--- src/pkg/cap_stage_result_consts.svh ---
// offsets, field positions, reset values and bus codes of the stage 8..15 result registers
// assumes inclusion by the package, the register block, the checker and the testbench
`ifndef CAP_STAGE_RESULT_CONSTS_SVH
`define CAP_STAGE_RESULT_CONSTS_SVH

// ***************************************************************
// register byte addresses
// ***************************************************************
`define STAGE8_9_RESULT_ADDR 32'h4008_40BC
`define STAGE10_11_RESULT_ADDR 32'h4008_40C0
`define STAGE12_13_RESULT_ADDR 32'h4008_40C4
`define STAGE14_15_RESULT_ADDR 32'h4008_40C8
`define RESULT_CTRL_ADDR 32'h4008_4200

// ***************************************************************
// field layout
// ***************************************************************
`define STAGE_VALUE_WIDTH 14
`define STAGE_COUNT 8
`define FIRST_STAGE 8
`define ODD_SIGN_BIT 31
`define ODD_VALUE_LSB 16
`define EVEN_SIGN_BIT 15
`define EVEN_VALUE_LSB 0
`define RESULT_SELECT_BIT 0

// ***************************************************************
// reset values and answers
// ***************************************************************
`define RESULT_RESET 32'h0000_0000
`define STAGE_VALUE_RESET 14'h0000
`define RESP_OKAY 2'h0
`define RESP_DECODEERROR 2'h3

`endif

--- src/pkg/cap_stage_result_pkg.sv ---
// types shared by the stage 8..15 result register block
// assumes cap_stage_result_consts.svh is on the include path
`include "cap_stage_result_consts.svh"

package cap_stage_result_pkg;

   // one 16-bit half of a result register
   typedef struct packed {
      logic deltaNegative;
      logic reservedZero;
      logic [`STAGE_VALUE_WIDTH-1:0] value;
   } stage_field_t;

   // one packed result register, odd stage on top
   typedef struct packed {
      stage_field_t oddStage;
      stage_field_t evenStage;
   } result_word_t;

   // what a stage field shows
   typedef enum logic {
      SHOW_RAW,
      SHOW_DELTA
   } result_mode_t;

   // avalon slave bus phases
   typedef enum logic {
      BUS_IDLE,
      BUS_ACK
   } bus_state_t;

endpackage

--- src/verilog/cap_stage_result_regs.sv ---
// read-only result registers for touch sensing stages 8 to 15, on an avalon-mm slave with waitrequest
// assumes conversion results and baselines arrive from logic on clk_sys; the conversion strobe is one cycle
//
// Contract
// [RULE1] with result select 0 each field shows its stage's raw conversion result, odd stage in 29:16, even in 13:0.
// [RULE2] with result select 1 each field shows the absolute difference between result and that stage's baseline.
// [RULE3] in difference mode bits 31 and 15 read 0 when the result is above the baseline and 1 when below.
// [RULE4] the register at 0x400840BC shows stage 9 in the upper half and stage 8 in the lower half.
// [RULE5] the register at 0x400840C0 shows stage 11 in the upper half and stage 10 in the lower half.
// [RULE6] the register at 0x400840C4 shows stage 13 in the upper half and stage 12 in the lower half.
// [RULE7] the register at 0x400840C8 shows stage 15 in the upper half and stage 14 in the lower half.
// [RULE8] the baseline subtracted is the stage's own 14-bit baseline value held by the device.
// [RULE9] bits 30 and 14 always read zero and writes leave the result registers unchanged.
//
// Chosen here: the Avalon-MM register port.
`include "cap_stage_result_consts.svh"

module cap_stage_result_regs
   import cap_stage_result_pkg::*;
(
   // clock and reset
   input wire logic clk_sys,
   input wire logic arst_n,
   // avalon-mm slave
   input wire logic [31:0] address,
   input wire logic read,
   input wire logic write,
   input wire logic [31:0] writedata,
   input wire logic [3:0] byteenable,
   output logic [31:0] readdata,
   output logic waitrequest,
   output logic [1:0] response,
   // conversion side, stage 8 at index 0
   input wire logic convDone,
   input wire logic [`STAGE_COUNT-1:0][`STAGE_VALUE_WIDTH-1:0] convResult,
   input wire logic [`STAGE_COUNT-1:0][`STAGE_VALUE_WIDTH-1:0] stageBaseline,
   // control state seen by the sensing logic
   output logic result_select
);

   // ***************************************************************
   // state
   // ***************************************************************
   logic [`STAGE_COUNT-1:0][`STAGE_VALUE_WIDTH-1:0] stageValue_reg;
   result_mode_t resultMode_reg;
   bus_state_t busState_reg;
   logic waitrequest_reg;
   logic [31:0] readdata_reg;
   logic [1:0] response_reg;
   logic [31:0] readdata_next;
   logic [1:0] response_next;
   logic mapped;

   // ***************************************************************
   // field formatting
   // ***************************************************************
   // shared by all eight fields; a tie reads as magnitude 0 with sign 0
   function automatic stage_field_t format_field(
      input result_mode_t mode,
      input logic [`STAGE_VALUE_WIDTH-1:0] result,
      input logic [`STAGE_VALUE_WIDTH-1:0] baseline
   );
      stage_field_t f;
      f = '0;
      if (mode == SHOW_RAW) begin
         f.value = result; // RULE1
      end else if (result < baseline) begin
         f.value = baseline - result; // RULE2
         f.deltaNegative = 1'b1; // RULE3
      end else begin
         f.value = result - baseline; // RULE2
         f.deltaNegative = 1'b0; // RULE3
      end
      f.reservedZero = 1'b0; // RULE9
      return f;
   endfunction

   function automatic result_word_t pair_word(
      input result_mode_t mode,
      input logic [`STAGE_VALUE_WIDTH-1:0] oddResult,
      input logic [`STAGE_VALUE_WIDTH-1:0] oddBaseline,
      input logic [`STAGE_VALUE_WIDTH-1:0] evenResult,
      input logic [`STAGE_VALUE_WIDTH-1:0] evenBaseline
   );
      result_word_t w;
      w.oddStage = format_field(mode, oddResult, oddBaseline);
      w.evenStage = format_field(mode, evenResult, evenBaseline);
      return w;
   endfunction

   // ***************************************************************
   // conversion capture
   // ***************************************************************
   // results hold between conversions so a read mid-sequence sees a whole sample
   genvar s;
   generate
      for (s = 0; s < `STAGE_COUNT; s++) begin : gStage
         always_ff @(posedge clk_sys or negedge arst_n) begin
            if (!arst_n) begin
               stageValue_reg[s] <= `STAGE_VALUE_RESET;
            end else if (convDone) begin
               stageValue_reg[s] <= convResult[s];
            end
         end
      end
   endgenerate

   // ***************************************************************
   // read decode
   // ***************************************************************
   // baselines are read live so a baseline update shows on the next read
   always_comb begin
      readdata_next = `RESULT_RESET;
      mapped = 1'b1;
      if (address == `STAGE8_9_RESULT_ADDR) begin
         readdata_next = pair_word(resultMode_reg, stageValue_reg[1], stageBaseline[1],
                                   stageValue_reg[0], stageBaseline[0]); // RULE4 RULE8
      end else if (address == `STAGE10_11_RESULT_ADDR) begin
         readdata_next = pair_word(resultMode_reg, stageValue_reg[3], stageBaseline[3],
                                   stageValue_reg[2], stageBaseline[2]); // RULE5 RULE8
      end else if (address == `STAGE12_13_RESULT_ADDR) begin
         readdata_next = pair_word(resultMode_reg, stageValue_reg[5], stageBaseline[5],
                                   stageValue_reg[4], stageBaseline[4]); // RULE6 RULE8
      end else if (address == `STAGE14_15_RESULT_ADDR) begin
         readdata_next = pair_word(resultMode_reg, stageValue_reg[7], stageBaseline[7],
                                   stageValue_reg[6], stageBaseline[6]); // RULE7 RULE8
      end else if (address == `RESULT_CTRL_ADDR) begin
         readdata_next[`RESULT_SELECT_BIT] = (resultMode_reg == SHOW_DELTA);
      end else begin
         mapped = 1'b0;
      end
      response_next = mapped ? `RESP_OKAY : `RESP_DECODEERROR;
   end

   // ***************************************************************
   // bus handshake
   // ***************************************************************
   // one wait cycle keeps readdata and waitrequest straight off flip-flops
   always_ff @(posedge clk_sys or negedge arst_n) begin
      if (!arst_n) begin
         busState_reg <= BUS_IDLE;
      end else begin
         case (busState_reg)
            BUS_IDLE: begin
               if (read || write) begin
                  busState_reg <= BUS_ACK;
               end
            end
            BUS_ACK: begin
               busState_reg <= BUS_IDLE;
            end
            default: begin
               busState_reg <= BUS_IDLE;
            end
         endcase
      end
   end

   // waitrequest mirrors the next bus state so the pin comes straight off its own flop
   always_ff @(posedge clk_sys or negedge arst_n) begin
      if (!arst_n) begin
         waitrequest_reg <= 1'b1;
      end else begin
         waitrequest_reg <= !(busState_reg == BUS_IDLE && (read || write));
      end
   end

   always_ff @(posedge clk_sys or negedge arst_n) begin
      if (!arst_n) begin
         readdata_reg <= `RESULT_RESET;
         response_reg <= `RESP_OKAY;
      end else if (busState_reg == BUS_IDLE && (read || write)) begin
         readdata_reg <= read ? readdata_next : `RESULT_RESET;
         response_reg <= response_next;
      end
   end

   // ***************************************************************
   // control register
   // ***************************************************************
   // only the control word is writable; result addresses ignore writes
   always_ff @(posedge clk_sys or negedge arst_n) begin
      if (!arst_n) begin
         resultMode_reg <= SHOW_RAW;
      end else if (busState_reg == BUS_ACK && write && address == `RESULT_CTRL_ADDR && byteenable[0]) begin
         resultMode_reg <= writedata[`RESULT_SELECT_BIT] ? SHOW_DELTA : SHOW_RAW; // RULE9
      end
   end

   assign readdata = readdata_reg;
   assign waitrequest = waitrequest_reg;
   assign response = response_reg;
   assign result_select = (resultMode_reg == SHOW_DELTA);

endmodule

--- config.mk ---
export PLATFORM = sky130hd
export DESIGN_NAME = cap_stage_result_regs
export DESIGN_NICKNAME = d
export VERILOG_FILES = /design/src/pkg/cap_stage_result_pkg.sv /design/src/verilog/cap_stage_result_regs.sv
export VERILOG_INCLUDE_DIRS = /design/src /design/src/pkg
export SDC_FILE = /design/constraint.sdc
export NUM_CORES = 1
export LEC_CHECK = 0
export ABC_AREA = 1
export BUFFER_PORTS_ARGS = -buffer_cell sky130_fd_sc_hd__buf_2
export CAP_MARGIN = 10
export CORE_MARGIN = 5
export CORE_UTILIZATION = 45
export CTS_CLUSTER_DIAMETER = 50
export DETAILED_ROUTE_END_ITERATION = 8
export PLACE_DENSITY = 0.66
export SLEW_MARGIN = 10
export SYNTH_ARGS = -nofsm -noshare
export SYNTH_HDL_FRONTEND = slang
export SYNTH_SLANG_ARGS = --single-unit
--- constraint.sdc ---
create_clock -name clk_sys -period 4.15 [get_ports clk_sys]
set_input_delay 0.2075 -clock clk_sys [delete_from_list [all_inputs] [get_ports clk_sys]]
set_output_delay 0.2075 -clock clk_sys [all_outputs]
set_load 0.01 [all_outputs]
Word-level counts from Yosys, hierarchy flattened. Cells that the tools add are included. W data, S select, Z words.

Reduce and logical (&&, ||, !) cells: 6. Bitwise gates (word level): 1. $add $sub $neg: 16. Magnitude comparators: 8. Divide/modulo/power cells: 0. Shift operators: 0. $mul: 0. Eq/ne operators: 5. Multiplexer cells: 48.

Operators with widths (count): $mux W14 (16); $sub A14 B14 Y14 (16); $eq A32 B31 Y1 const B (5); $mux W32 (4); $lt A14 B14 Y1 (8); $mux W31 (1); $mux W1 (25); $logic_and A1 B1 Y1 (4); $mux W2 (1); $pmux W1 S2 (1); $logic_not A1 Y1 (1); $logic_or A1 B1 Y1 (1); $not A1 Y1 (1).

Bits in read-only memories: 0. Memories kept: 0. RAM bits: 0. Bits in registers: 149. Latch bits: 0. Output and inout port bits: 36.

Logic depth before layout (Yosys ltp).
Word-level depth: 8. Gate-level depth with buffers: 22. Mapped depth without buffers: 21.

Worst setup path after synthesis. No wires, ideal clock.

Path type: register to register. Start: register stageValue_reg[84] (netlist name). End: register readdata_reg[5] (netlist: readdata[5]). Period minus slack after synthesis: 2327 ps. Cell stages (with the launch flop): 20. Setup time: 116 ps. Slack: 1823 ps. Buffers on the path: 1. Data arrival time: 2211 ps. Required time: 4034 ps. Cells stage by stage: dfrtp_1 > inv_1 > ha_1 > inv_1 > fa_1 > nand3_1 > nand3_1 > nand2_1 > a21oi_1 > nor2_1 > buf_2 > nand2_1 > nand2_1 > nand2_1 > nand3_1 > nand2_1 > nand2_1 > nand2_1 > nand2_1 > nand2_1.

Cells in the longest elaborated chain, start to end: 8. Elaborated cells between the ends (all ways): 10. Those cells by class: add/sub: 2; order compare: 1; mux: 7.

Ends and longest elaborated chain: from (decl) (line cap_stage_result_regs.sv:44) `` logic [`STAGE_COUNT-1:0][`STAGE_VALUE_WIDTH-1:0] stageValue_reg; ``; from (signal, indexed assignment) (line cap_stage_result_regs.sv:100) `` stageValue_reg[s] <= `STAGE_VALUE_RESET; ``; from (signal, indexed assignment) (line cap_stage_result_regs.sv:102) `stageValue_reg[s] <= convResult[s];`; $sub A14 B14 Y14 (tied with other cells) (line cap_stage_result_regs.sv:71) `f.value = result - baseline;`; $mux W14 (*) (line cap_stage_result_regs.sv:67) `end else if (result < baseline) begin`; $mux W14 (*) (line cap_stage_result_regs.sv:65) `if (mode == SHOW_RAW) begin`; $mux W31 (*) (line cap_stage_result_regs.sv:124) `` end else if (address == `STAGE14_15_RESULT_ADDR) begin ``; $mux W32 (*) (line cap_stage_result_regs.sv:121) `` end else if (address == `STAGE12_13_RESULT_ADDR) begin ``; $mux W32 (*) (line cap_stage_result_regs.sv:118) `` end else if (address == `STAGE10_11_RESULT_ADDR) begin ``; $mux W32 (*) (line cap_stage_result_regs.sv:115) `` if (address == `STAGE8_9_RESULT_ADDR) begin ``; $mux W32 (no source line) (*); to (signal assigned) (line cap_stage_result_regs.sv:170) `` readdata_reg <= `RESULT_RESET; ``; to (signal assigned) (line cap_stage_result_regs.sv:173) `` readdata_reg <= read ? readdata_next : `RESULT_RESET; ``; to (decl) (line cap_stage_result_regs.sv:48) `logic [31:0] readdata_reg;`.

Every way passes the cells marked *; elsewhere a longest branch is shown, timed or not. A chain may end at the register's enable or synchronous reset.

Worst setup path in the final report.
Start: register stageValue_reg[84] (netlist name). End: register readdata_reg[8] (netlist: readdata[8]).

The elaborated chain is that of the path after synthesis.

==> impl_metrics.py <==
metrics = {
    "outcome": {
        "status": "finished clean",
    },
    "logic_synthesis": {
        "yosys-top-cells-count": "nand2_1, inv_1, nand3_1, nor2_1, a21oi_1",
        "netlist.area_leader.share_pct": 23.4,
        "yosys_warnings": 0,
        "synth_most_common_cell": "nand2_1",
        "ys_types": 50,
        "ys_ff_latch": 146,
        "synth_top_area_cell": "nand2_1",
        "synthTopCellsByArea": "nand2_1, dfrtp_1, ha_1, inv_1, nand3_1",
        "synthesis.area_um2": 20700,
        "syn_avg_cell_area_um2": 5.83,
        "netlist_instances": 3554,
        "synth-async-reset-ratio_pct": 100,
        "synth_top_flop_cell": "dfrtp_1",
        "synth-seq-area-share_pct": 17.6,
        "synth_edf_count": 0,
    },
    "floorplanning": {
        "die-width_um": 225,
        "die_h_um": 225,
        "start_util_pct": 45.6,
        "dieArea_um2": 50400,
        "std_cell_rows": 78,
        "ioPinCount": 333,
        "design.core.area_um2": 45500,
    },
    "global_route": {
        "antenna_found_initial": 1,
        "gr-total-overflow": 0,
        "gr-usage-all-layers_pct": 29.2,
        "grt_pass1_wl_um": 117000,
        "grt_max_degree": 118,
        "first_global_vias": 22000,
    },
    "worst_hold_path": {
        "hold_class": "primary input to register",
    },
    "clock_network": {
        "postCtsSetupBuffers": 0,
        "htree_levels": 4,
        "cts_made_buffers": 17,
        "root_buffer": "clkbuf_16",
        "clock_sinks": 146,
        "cts_tree": "done",
        "clkLatencyLatePin_ns": 0.52,
        "cts.clk_slew.worst_paths_ns": 0.08,
        "cts.path.max_buffers": 2,
    },
    "job": {
        "maxCapViolCount": 0,
    },
    "drt": {
        "ant_nets": 0,
        "wire_per_inst_um": 16.8,
        "drt_pass1_iterations": 6,
        "viasPerCell": 5.15,
        "vias": 23200,
        "routed_wl_um": 75500,
        "drcViolationCount": 0,
        "drt_iter0_markers": 1815,
    },
    "power": {
        "p_int_mw": 3.58,
        "p_leak_nw": 14.4,
        "ir_drop_uv": 290,
        "p_per_area_nw_per_um2": 271,
        "switching_share_pct": 45.5,
        "p_comb_share_pct": 49.6,
        "p_sw_mw": 2.99,
        "p_seq_share_pct": 24.6,
        "clockPowerShare_pct": 25.9,
    },
    "placement": {
        "hpwl_um": 59800,
        "gp_congestion": 0.987,
        "io_buffers": 296,
    },
    "worst_setup_path": {
        "critPathRequiredTime_ns": 4.55,
        "start_kind": "register",
        "worstSetupPathType": "register to register",
        "arrival_ns": 3.56,
        "path_max_fanout": 10,
        "cp-end-kind": "register",
    },
    "timing": {
        "timing_hold_violations_final": 0,
        "grt_setup_unrepaired": "no",
        "finalSetupViolations": 0,
        "skew_ns": 0.0126,
        "tightestPinTransition_ns": 1.15,
        "fmax_mhz": 317,
        "min_period_over_period_pct": 76.0,
        "maxSlewViolCount": 0,
        "maxSlewHeadroom_pct": 23.4,
        "post-route-min-period_ns": 3.15,
        "hold_ws_ns": 0.0488,
        "fin_tns_setup_ns": 0,
    },
    "final_layout": {
        "area_growth_pct": 17.2,
        "layout-drive-gt1-share_pct": 9.82,
        "diodes": 0,
        "largest_reg_flops": 112,
        "final_util_pct": 53.4,
        "nets": 4415,
    },
}
worst max-delay path, cell delays in order (launching register included):
cell,delay [ns]
dfrtp_1,0.40
inv_1,0.08
ha_1,0.20
inv_1,0.10
fa_1,0.45
nand3_1,0.10
nand3_1,0.19
nand2_1,0.15
a21oi_1,0.08
nor2_1,0.28
buf_4,0.25
nand2_1,0.07
nand2_1,0.06
nand2_1,0.04
nand2_1,0.11
nand2_1,0.09
nand3_1,0.17
nand2_1,0.07
nand2_1,0.09
nand2_1,0.05
stage by stage:
step | instances | instance area (um2) | total power, mW | worst slack [ns]
4_1_cts | 4499 | 24300 | 6.58 | 1.08
6_report | 4499 | 24300 | 6.58 | 0.998
3_3_place_gp | 4353 | 22500 | 4.75 | 1.12
2_1_floorplan | 3555 | 20700 | 3.94 | 1.82
3_5_place_dp | 4353 | 22500 | 4.76 | 1.09
5_1_grt | 4499 | 24300 | 7.10 | 0.788
power by group through the flow:
stage	registers (mW)	logic, mW	clock network [mW]
5_1_grt	1.63	3.70	1.77
3_5_place_dp	1.64	3.12	0
3_3_place_gp	1.64	3.11	0
2_1_floorplan	1.61	2.34	0
6_report	1.62	3.26	1.70
4_1_cts	1.61	3.22	1.74
metal layers:
layer	GRT usage [%]	wire length [um]	vias up
met3	4.88	5350	110
met5	0	13	-
met4	10.3	2570	2
met1	39.7	34100	10500
met2	47.2	33500	812
li1	-	-	11800
repair_timing:
item | in CTS | in global routing
gates resized for setup | 0 | 0
hold buffers | 114 | 0
endpoints found under the hold margin | 175 | 0
cells in the final DEF, fill, tap and decap left out, types with 3 or more instances in the layout:
cell,Yosys,final
nand2_1,1292,1292
inv_1,545,545
buf_2,24,294
nand3_1,264,264
nor2_1,251,251
a21oi_1,221,221
ha_1,216,216
o21ai_0,199,199
dfrtp_1,145,144
dlygate4sd3_1,0,114
xor2_1,93,93
nand4_1,53,53
xnor2_1,25,25
o21bai_1,19,19
clkbuf_16,0,17
fa_1,16,16
nor3_1,15,15
buf_4,16,12
and2_1,10,10
nor2_2,10,10
inv_2,8,8
nand3b_1,6,6
o211ai_1,6,6
o21ai_1,5,5
nand2_2,5,5
nand3_2,5,5
a21o_1,5,5
inv_8,0,4
inv_6,0,4
a21boi_0,3,3
clkinv_4,0,3
layout make-up:
| type | count | area, um2 |
|---|---|---|
| fillers | 4906 | 21200 |
| multi-input cells | 2744 | 14400 |
| flip-flops and latches | 146 | 3660 |
| repair buffers | 424 | 2770 |
| inverters | 553 | 2080 |
| well taps | 600 | 751 |
| clock buffers | 18 | 439 |
| clock inverters | 14 | 169 |
worst paths after layout:
| kind | startpoint | to | slack, ns | cells after the start |
|---|---|---|---|---|
| worst max-delay path | stageValue_reg[84]$_DFFE_PN0P_ | readdata[8]$_DFFE_PN0P_ | 1.0 | 19 |
| max in group asynchronous | arst_n | stageValue_reg[103]$_DFFE_PN0P_ | 3.07 | 3 |
| worst max register to register | stageValue_reg[84]$_DFFE_PN0P_ | readdata[8]$_DFFE_PN0P_ | 1.0 | 19 |
| worst min-delay path | write | result_select$_DFFE_PN0P_ | 0.05 | 3 |
| min in group asynchronous | arst_n | stageValue_reg[36]$_DFFE_PN0P_ | 0.24 | 2 |
| worst min register to register | readdata[19]$_DFFE_PN0P_ | readdata[19]$_DFFE_PN0P_ | 0.48 | 2 |
kinds of logic (layout without fill, tap and decap cells):
| group | count (synthesis) | after routing | synth area share [%] |
|---|---|---|---|
| simple gates | 1920 | 1920 | 38.0 |
| buf+inv | 665 | 1009 | 12.7 |
| compound gates | 470 | 470 | 11.9 |
| fa+ha+maj | 232 | 232 | 14.6 |
| flops | 146 | 146 | 17.6 |
| xor+xnor | 118 | 118 | 4.99 |
| mux | 2 | 2 | 0.109 |
| other cells | 1 | 2 | 0.0181 |
Note: power is estimated with default switching activity, not from simulation.
